--- src/verilog/twdt_pkg.sv ---
package twdt_pkg;
    // register byte offsets
    localparam logic [11:0] TWDT_OFF_RELOAD = 12'h000;
    localparam logic [11:0] TWDT_OFF_VALUE = 12'h004;
    localparam logic [11:0] TWDT_OFF_CONTROL = 12'h008;
    localparam logic [11:0] TWDT_OFF_IRQ_CLEAR = 12'h00c;
    localparam logic [11:0] TWDT_OFF_RAW_STATUS = 12'h010;
    localparam logic [11:0] TWDT_OFF_MASKED_STATUS = 12'h014;
    localparam logic [11:0] TWDT_OFF_WRITE_LOCK = 12'hc00;
    // control field positions
    localparam int TWDT_BIT_IRQ_EN = 0;
    localparam int TWDT_BIT_RESET_EN = 1;
    // reset values and keys
    localparam logic [31:0] TWDT_RELOAD_RESET = 32'hffffffff;
    localparam logic [31:0] TWDT_UNLOCK_KEY = 32'h1acce551;
    localparam logic [31:0] TWDT_LOCK_READ_LOCKED = 32'h00000001;
    localparam logic [31:0] TWDT_LOCK_READ_UNLOCKED = 32'h00000000;
    localparam logic [31:0] TWDT_ZERO = 32'h00000000;
    localparam logic [31:0] TWDT_ONE = 32'h00000001;
endpackage : twdt_pkg

--- src/verilog/twdt_top.sv ---
// What this block does
// [RULE_01] enabled 32-bit counter decrements, zero is time-out
// [RULE_02] starting the count also enables the interrupt
// [RULE_03] after first time-out reload and keep counting
// [RULE_04] second time-out while pending asserts system reset
// [RULE_05] cleared before second time-out reloads counter
// [RULE_06] reload write loads counter immediately
// [RULE_07] reload write leaves pending interrupt set
// [RULE_08] software clears interrupt only via clear register
// [RULE_09] re-enabling interrupt preloads counter from reload value
// [RULE_10] interrupt and reset generation each software switchable
// [RULE_11] setting enable starts watchdog and locks control
// [RULE_12] any lock register write other than the unlock key locks all other registers
// [RULE_13] unlock key write unlocks the registers
// [RULE_14] software order: reload, reset enable, enable
// [RULE_15] software enables clock gate before access
// [RULE_16] clear register write clears interrupt and reloads
// [RULE_17] masked status is raw AND enable
// [RULE_18] control writes ignored after enable until reset
// [RULE_19] lock read returns one locked, zero unlocked
// [RULE_20] raw status sticky until clear or reset
// [RULE_21] locked ignores writes except lock register
`timescale 1ns/1ps
`default_nettype none
module twdt_top
    import twdt_pkg::*;
(
    input wire logic clock_i,
    input wire logic reset_i,
    input wire logic clock_enable_i,
    input wire logic [11:0] address_i,
    input wire logic [31:0] write_data_i,
    input wire logic write_strobe_i,
    input wire logic read_strobe_i,
    output logic [31:0] read_data_o,
    output logic irq_o,
    output logic system_reset_o
);
    typedef struct packed {
        logic [31:0] wd_reload_value;
        logic [31:0] count;
        logic irq_and_count_enable;
        logic reset_output_enable;
        logic wd_raw_irq_status;
        logic wd_write_lock;
        logic system_reset;
        logic irq;
        logic [31:0] read_data;
    } twdt_state_t;

    twdt_state_t state;
    twdt_state_t next_state;

    // address decode used by the write path; the read path decodes with its own case
    function automatic logic twdt_hit(input logic [11:0] addr, input logic [11:0] offset);
        twdt_hit = (addr == offset);
    endfunction : twdt_hit

    logic wr_reload;
    logic wr_control;
    logic wr_clear;
    logic wr_lock;
    logic timeout;

    // writes other than the lock itself are dropped while locked
    assign wr_lock = write_strobe_i && twdt_hit(address_i, TWDT_OFF_WRITE_LOCK);
    assign wr_reload = write_strobe_i && !state.wd_write_lock
        && twdt_hit(address_i, TWDT_OFF_RELOAD); // [RULE_21]
    assign wr_control = write_strobe_i && !state.wd_write_lock && !state.irq_and_count_enable
        && twdt_hit(address_i, TWDT_OFF_CONTROL); // [RULE_18] [RULE_21]
    assign wr_clear = write_strobe_i && !state.wd_write_lock
        && twdt_hit(address_i, TWDT_OFF_IRQ_CLEAR); // [RULE_21]
    // a zero count while running is a time-out; a zero reload fires at once
    assign timeout = state.irq_and_count_enable && (state.count == TWDT_ZERO); // [RULE_01]

    // next-state logic
    always_comb begin
        next_state = state;
        // counting: decrement, or reload on time-out
        if (state.irq_and_count_enable) begin
            if (timeout) begin
                next_state.count = state.wd_reload_value; // [RULE_03]
            end else begin
                next_state.count = state.count - TWDT_ONE; // [RULE_01]
            end
        end
        // second time-out with the flag still pending pulls system reset
        if (timeout && state.wd_raw_irq_status && state.reset_output_enable) begin
            next_state.system_reset = 1'b1; // [RULE_04] [RULE_10]
        end
        // clear reloads the counter and drops the flag
        if (wr_clear) begin
            next_state.wd_raw_irq_status = 1'b0; // [RULE_16] [RULE_05] [RULE_08]
            next_state.count = state.wd_reload_value; // [RULE_16] [RULE_05]
        end
        // a time-out in the clear cycle wins so the event is not lost
        if (timeout) begin
            next_state.wd_raw_irq_status = 1'b1; // [RULE_20]
        end
        // reload write restarts the count but keeps the flag
        if (wr_reload) begin
            next_state.wd_reload_value = write_data_i;
            next_state.count = write_data_i; // [RULE_06] [RULE_07]
        end
        // control write: enabling preloads from the reload value
        if (wr_control) begin
            next_state.reset_output_enable = write_data_i[TWDT_BIT_RESET_EN]; // [RULE_10]
            next_state.irq_and_count_enable = write_data_i[TWDT_BIT_IRQ_EN]; // [RULE_02] [RULE_11]
            if (write_data_i[TWDT_BIT_IRQ_EN]) begin
                next_state.count = wr_reload ? write_data_i : state.wd_reload_value; // [RULE_09]
            end
        end
        // lock register: key unlocks, anything else locks
        if (wr_lock) begin
            next_state.wd_write_lock = (write_data_i != TWDT_UNLOCK_KEY); // [RULE_12] [RULE_13]
        end
        // masked line follows raw and enable, registered for a clean output
        next_state.irq = next_state.wd_raw_irq_status
            && next_state.irq_and_count_enable; // [RULE_17] [RULE_02]
        // read data stand only in the cycle after the strobe
        next_state.read_data = TWDT_ZERO;
        if (read_strobe_i) begin
            case (address_i)
                TWDT_OFF_RELOAD: begin
                    next_state.read_data = state.wd_reload_value;
                end
                TWDT_OFF_VALUE: begin
                    next_state.read_data = state.count;
                end
                TWDT_OFF_CONTROL: begin
                    next_state.read_data[TWDT_BIT_IRQ_EN] = state.irq_and_count_enable;
                    next_state.read_data[TWDT_BIT_RESET_EN] = state.reset_output_enable;
                end
                TWDT_OFF_RAW_STATUS: begin
                    next_state.read_data[0] = state.wd_raw_irq_status;
                end
                TWDT_OFF_MASKED_STATUS: begin
                    next_state.read_data[0] = state.wd_raw_irq_status
                        && state.irq_and_count_enable; // [RULE_17]
                end
                TWDT_OFF_WRITE_LOCK: begin
                    next_state.read_data = state.wd_write_lock ? TWDT_LOCK_READ_LOCKED
                        : TWDT_LOCK_READ_UNLOCKED; // [RULE_19]
                end
                default: begin
                    next_state.read_data = TWDT_ZERO;
                end
            endcase
        end
    end

    // state register; reset still acts while gated, clock enable freezes everything else
    always_ff @(posedge clock_i) begin
        if (reset_i) begin
            state.wd_reload_value <= TWDT_RELOAD_RESET;
            state.count <= TWDT_RELOAD_RESET;
            state.irq_and_count_enable <= 1'b0;
            state.reset_output_enable <= 1'b0;
            state.wd_raw_irq_status <= 1'b0;
            state.wd_write_lock <= 1'b0;
            state.system_reset <= 1'b0;
            state.irq <= 1'b0;
            state.read_data <= TWDT_ZERO;
        end else if (clock_enable_i) begin
            state <= next_state;
        end
    end

    assign read_data_o = state.read_data;
    assign irq_o = state.irq;
    assign system_reset_o = state.system_reset;
endmodule : twdt_top
`default_nettype wire

--- config.mk ---
export PLATFORM = sky130hd
export DESIGN_NAME = twdt_top
export DESIGN_NICKNAME = d
export VERILOG_FILES = /design/src/verilog/twdt_pkg.sv /design/src/verilog/twdt_top.sv
export SDC_FILE = /design/constraint.sdc
export NUM_CORES = 1
export LEC_CHECK = 0
export BUFFER_PORTS_ARGS = -buffer_cell sky130_fd_sc_hd__buf_2
export CORE_MARGIN = 5
export CORE_UTILIZATION = 40
export CTS_CLUSTER_SIZE = 12
export DETAILED_ROUTE_END_ITERATION = 7
export PLACE_DENSITY_LB_ADDON = 0.2
export SLEW_MARGIN = 40
export SYNTH_ARGS = -nofsm -noshare
export SYNTH_HDL_FRONTEND = slang
export SYNTH_SLANG_ARGS = --single-unit
export TNS_END_PERCENT = 1
--- constraint.sdc ---
create_clock -name clock_i -period 3.2 [get_ports clock_i]
set_clock_uncertainty 0.15 [all_clocks]
set_input_delay 0 -clock clock_i [delete_from_list [all_inputs] [get_ports clock_i]]
set_output_delay 0 -clock clock_i [all_outputs]
set_load 0.1 [all_outputs]
==> metrics.cfg, run 1 <==
[status]
status = finished clean

[synth]
yosysTopAreaCell = dfxtp_1
async_reset_ff_share_pct = 0
syn_area_sq_um = 5830
synth_edf_count = 0
yosys.cell_types.count = 69
synth_warnings = 0
ys.flop_type = dfxtp_1
avgSynthCellArea_sq_um = 7.71
ys_ff_latch = 102
synth_top_area_share_pct = 35.0
yosys-top-cells-area = dfxtp_1 (35%), nand2_1 (7.5%), nor2_1 (5.5%)
seq_area_frac_synth_pct = 35.0
syn_nets = 806
syn_inst = 756

[hold_path]
hold_class = in -> reg
min_path_cells = 4

[sta]
max_slew.worst_pin.slew_ns = 0.827
drv_slew = 0
hold_viol_final = 0
finalCritPeriodShare_pct = 91.6
fin_crit_ns = 2.93
slew-limit-headroom_pct = 44.6
setup_viol_count_final = 0
fmax_ghz = 0.341
rsz0062_at_grt = false
fin_setup_tns_ns = 0

[cells_and_area]
fillCellCount = 1414
drive_gt1_share_pct = 19.0
diodes = 0
final_util_pct = 49.3
fin_nets = 904
syn_to_final_growth_pct = 21.8

[critical_path]
crit_type = reg -> reg
crit_fanout = 8
end_kind = flop
cp.arrival_ns = 3.09
rr_worst_depth = 7
reg2reg_to = state[59]
cp-startpoint = state[62]
r2r_slack_ns = 0.27
setup.worst_path.start_class = flop
crit_end = state[59]
reg2reg_from = state[62]
required_ns = 3.36

[power_and_ir_drop]
p_comb_share_pct = 8.2
power.total_mw = 2.62
intPower_mw = 1.98
power.density_nw_per_um2 = 369
p_seq_share_pct = 48.7
p_clk_share_pct = 43.1
p_leak_nw = 2.92
switching_share_pct = 24.4
ir_drop_mv = 0.228
power.switching_uw = 639

[clock_network]
cts_resized = 0
cts.sinks = 102
hold_buffers = 36
clock_path_buffers = 2
numCtsBuffers = 9
clock_latency_ns = 0.36
htree_levels = 3
clockRootBuffer = clkbuf_16
cts_tree = done
post_cts_buffers = 0
clkTransAtPathRegs_ns = 0.07

[routing]
vias = 6324
drc = 0
drt_iter0_markers = 636
wl_per_cell_um = 21.9
vias_per_cell = 6.07
ant_nets = 0
wirelength_um = 22800
first_pass_iters = 6

[global_route]
met3_usage_pct = 3.33
grt-ovfl-total = 0
grt_pass1_vias = 6185
grt_max_degree = 33
grt_util_all_layers_pct = 27.4
top_usage_layer = met2
use_met1_pct = 36.8
grt_pass1_wl_um = 35700
met2_usage_pct = 45.1
antenna_found_initial = 0

[floorplan]
fp.dieArea_sq_um = 17100
initial_core_util_pct = 40.4
die_w_um = 131
core_area_sq_um = 14400
io_pins = 83
die_y_um = 131
rows = 44

[flow_run]
drv_cap = 0

[placed_design]
place_hpwl_um = 16500
finalWeightedCongestion = 0.987
io_buffers = 82

## flip-flops by register name, indices dropped and copies added, names as in the netlist
| register | flops |
|---|---|
| state | 68 |
| read_data_o | 32 |
| irq_o | 1 |
| system_reset_o | 1 |
## per-stage QoR
stage / cell area (sq um) / hold slack, ns / setup WS [ns] / std cells
CTS: 7100 / 0.00261 / 0.334 / 1042
detailed placement: 6450 / 0.103 / 0.356 / 991
global route: 7110 / 0.0415 / 0.143 / 1042
global placement: 6450 / 0.0964 / 0.408 / 991
finish: 7110 / 0.0185 / 0.268 / 1042
floorplan: 5830 / -0.0397 / 0.397 / 756
## layer usage
metal	vias to the layer above	share of wire [%]
met2	261	47
met1	3066	44
li1	2949	-
met4	0	3.1
met5	-	0
met3	48	5.6
## layout by cell type, fill, tap and decap left out, types with 3 or more instances in the layout
cell type / instances
nand2_1: 116
dfxtp_1: 102
nor2_1: 84
buf_2: 82
buf_4: 51
nand3_1: 40
dlygate4sd3_1: 36
a22o_1: 32
a22oi_1: 31
a21oi_1: 30
nor3_1: 22
nor4_1: 16
o21ai_0: 16
nand4_1: 14
mux2i_1: 13
a221oi_1: 12
inv_1: 10
clkbuf_16: 9
or3_1: 7
a31oi_1: 7
xnor2_1: 7
a211oi_1: 7
or4_1: 6
nor4b_1: 6
and2_1: 5
or2_2: 4
nand2b_1: 4
o211ai_1: 4
xor2_1: 4
a211o_1: 4
a32oi_1: 4
o21ai_1: 4
nor2b_1: 3
o22ai_1: 3
and3_1: 3
o41ai_1: 3
## logic make-up after synthesis
logic type,Yosys count,synth area share [%]
xor gates and xnor gates,11,1.65
muxes,13,2.23
DFF,102,35.0
and+or+nand+nor,351,29.1
adders and majority gates,1,0.215
buffers and inverters,94,8.54
AOI/OAI and AO/OA,184,23.3
## worst min-delay path by stage
stage                           from         to  slack, ns
CTS                   clock_enable_i  state[50]      0.003
finish                clock_enable_i  state[50]       0.02
floorplan            write_data_i[1]  state[71]      -0.04
detailed placement  write_data_i[10]  state[80]       0.10
global placement    write_data_i[13]  state[83]        0.1
global route          clock_enable_i  state[50]       0.04
## cell usage after synthesis (3+ instances only)
cell and number:
o21ai_1 4, o211ai_1 4, o41ai_1 3, dfxtp_1 102, or4_1 6, inv_1 10, nand4_1 14, a221oi_1 12
o21ai_0 16, clkbuf_1 41, a32oi_1 4, nor2b_1 3, and2_1 5, and3_1 3, xnor2_1 7, buf_4 34
or2_2 4, nor3_1 23, a211oi_1 7, nor4_1 17, a21oi_1 30, nor4b_1 6, nand2b_1 4, mux2i_1 13
xor2_1 4, or3_1 7, a211o_1 4, buf_1 5, a22oi_1 31, a31oi_1 7, nor2_1 85, nand2_1 116
a22o_1 32, o22ai_1 3, nand3_1 40
## worst max-delay path, stage by stage, from the launching register on
cell     delay [ns]
dfxtp_1        0.38
or4_1          0.58
or4_1          0.66
nor3_4         0.30
buf_4          0.18
a32o_1         0.27
and2_1         0.23
a211o_1        0.13
## area by class of cell
class,count,area (sq um),share of cell area [%]
Clock buffer,12,246,3.47
Clock inverter,3,43.8,0.616
Inverter,10,37.5,0.528
Multi-Input combinational cell,560,3310,46.6
Sequential cell,102,2040,28.7
Tap cell,184,230,3.24
Timing Repair Buffer,171,1190,16.8
## power by group through the flow
stage	clock (mW)	sequential, mW	combinational, mW
floorplan	0	1.30	0.0858
global placement	0	1.31	0.176
detailed placement	0	1.31	0.178
CTS	1.15	1.28	0.211
global route	1.19	1.28	0.231
finish	1.13	1.28	0.215
No activity file was read; power rests on OpenSTA's default activity.
==> run 2: changes to the inputs <==
- clock period: 3.2 -> 3.7 ns (I/O delays scaled with it)
==> metrics.cfg, run 2 (synthesis gave the netlist of run 1 again) <==
[status]
status = finished clean

[clock_network]
clock_path_buffers = 2
cts.sinks = 102
htree_levels = 3
clock_latency_ns = 0.35
clkTransAtPathRegs_ns = 0.07
cts_tree = done
cts_resized = 0
clockRootBuffer = clkbuf_16
numCtsBuffers = 9

[global_route]
grt_util_all_layers_pct = 26.7
grt_max_degree = 52
grt_pass1_wl_um = 34800
grt_pass1_vias = 5959
grt-ovfl-total = 0
antenna_found_initial = 0

[power_and_ir_drop]
power.density_nw_per_um2 = 318
switching_share_pct = 25.3
p_comb_share_pct = 8.1
p_seq_share_pct = 50.2
power.switching_uw = 556
ir_drop_mv = 0.228
intPower_mw = 1.64
p_clk_share_pct = 41.7
p_leak_nw = 2.82

[cells_and_area]
fillCellCount = 1439
top_register = state
fin_nets = 885
syn_to_final_growth_pct = 18.7
final_util_pct = 48.0
drive_gt1_share_pct = 17.7
diodes = 0
multi_input_area_sq_um = 3310
final_common_cell = nand2_1
largest_reg_flops = 68
final_cell_mix = nand2_1 (116), dfxtp_1 (102), nor2_1 (83)
regArea_sq_um = 2040
final_cells = 1024

[routing]
route.met2.wl_um = 10300
first_pass_iters = 5
ant_nets = 0
wl_per_cell_um = 22.1
vias = 6170
met1Wirelength_um = 10200
met3_length_um = 1480
drc = 0
vias_per_cell = 6.03
drt_iter0_markers = 462
routed.top_layer = met4
wirelength_um = 22600

[floorplan]
rows = 44
initial_core_util_pct = 40.4
fp.dieArea_sq_um = 17100
io_pins = 83
die_y_um = 131
core_area_sq_um = 14400
die_w_um = 131

[flow_run]
drv_cap = 0

[hold_path]
hold_class = in -> reg
min_path_cells = 5

[critical_path]
rr_worst_depth = 6
r2r_slack_ns = 0.41
end_kind = flop
slowest_stage = or4_1
cp.arrival_ns = 3.39
crit_fanout = 9
required_ns = 3.80
cpMostUsedCell = or4_1
cp_cell_sequence = or4_1 -> or4_1 -> nor3_4 -> or2_1 -> o41ai_1 -> a211o_1
cpPeakStageDelay_ns = 0.67
crit_type = reg -> reg
setup.worst_path.start_class = flop

[sta]
fmax_ghz = 0.304
slew-limit-headroom_pct = 45.0
finalCritPeriodShare_pct = 88.9
hold_viol_final = 0
max_slew.worst_pin.slew_ns = 0.824
worst_slack_ns = 0.410
setup_viol_count_final = 0
fin_setup_tns_ns = 0
rsz0062_at_grt = false
drv_slew = 0
fin_crit_ns = 3.29

[placed_design]
io_buffers = 82
finalWeightedCongestion = 0.969
pre_cts_ws_ns = 0.434
place_hpwl_um = 16300
placedCellCount = 974

run 2: power groups by stage:
| stage | registers [mW] | logic, mW | clock network, mW |
|---|---|---|---|
| CTS | 1.10 | 0.176 | 0.928 |
| detailed placement | 1.13 | 0.148 | 0 |
| floorplan | 1.13 | 0.0742 | 0 |
| global placement | 1.13 | 0.146 | 0 |
| finish | 1.11 | 0.178 | 0.917 |
| global route | 1.11 | 0.191 | 0.972 |
run 2: metrics by stage:
step	area, sq um	power [mW]	hold slack, ns
floorplan	5830	1.20	-0.0397
global placement	6300	1.28	0.0895
detailed placement	6300	1.28	0.0999
CTS	6920	2.21	0.0778
global route	6920	2.27	0.111
finish	6920	2.20	0.0826
run 2: path summary, 6_finish.rpt:
check,start,end
min,reset_i,state[58]
max,state[62],state[45]
max reg2reg,state[62],state[45]
min reg2reg,state[78],state[78]
run 2: what timing repair did:
action | CTS | global route
hold endpoints to repair | 65 | 0
buffers inserted | 0 | 0
hold buffers | 34 | 0
run 2: layer usage:
| metal | track usage [%] | vias to the layer above |
|---|---|---|
| li1 | - | 2902 |
| met4 | 10.9 | 0 |
| met2 | 42.2 | 254 |
| met5 | 0 | - |
| met3 | 4.39 | 44 |
| met1 | 36.4 | 2970 |
run 2: final cells by class:
cell class	count	area share (%)
clock buffer	11	3.51
clock inverter	5	0.488
inverter	10	0.542
multi-input combinational	560	47.9
sequential	102	29.5
tap	184	3.33
timing repair buffer	152	14.8
run 2: critical path: cells and delay by family, from the launching register on:
kind	cells	cell delay, ns
and+or+nand+nor	4	2.22
DFF	1	0.39
AOI/OAI and AO/OA	2	0.41
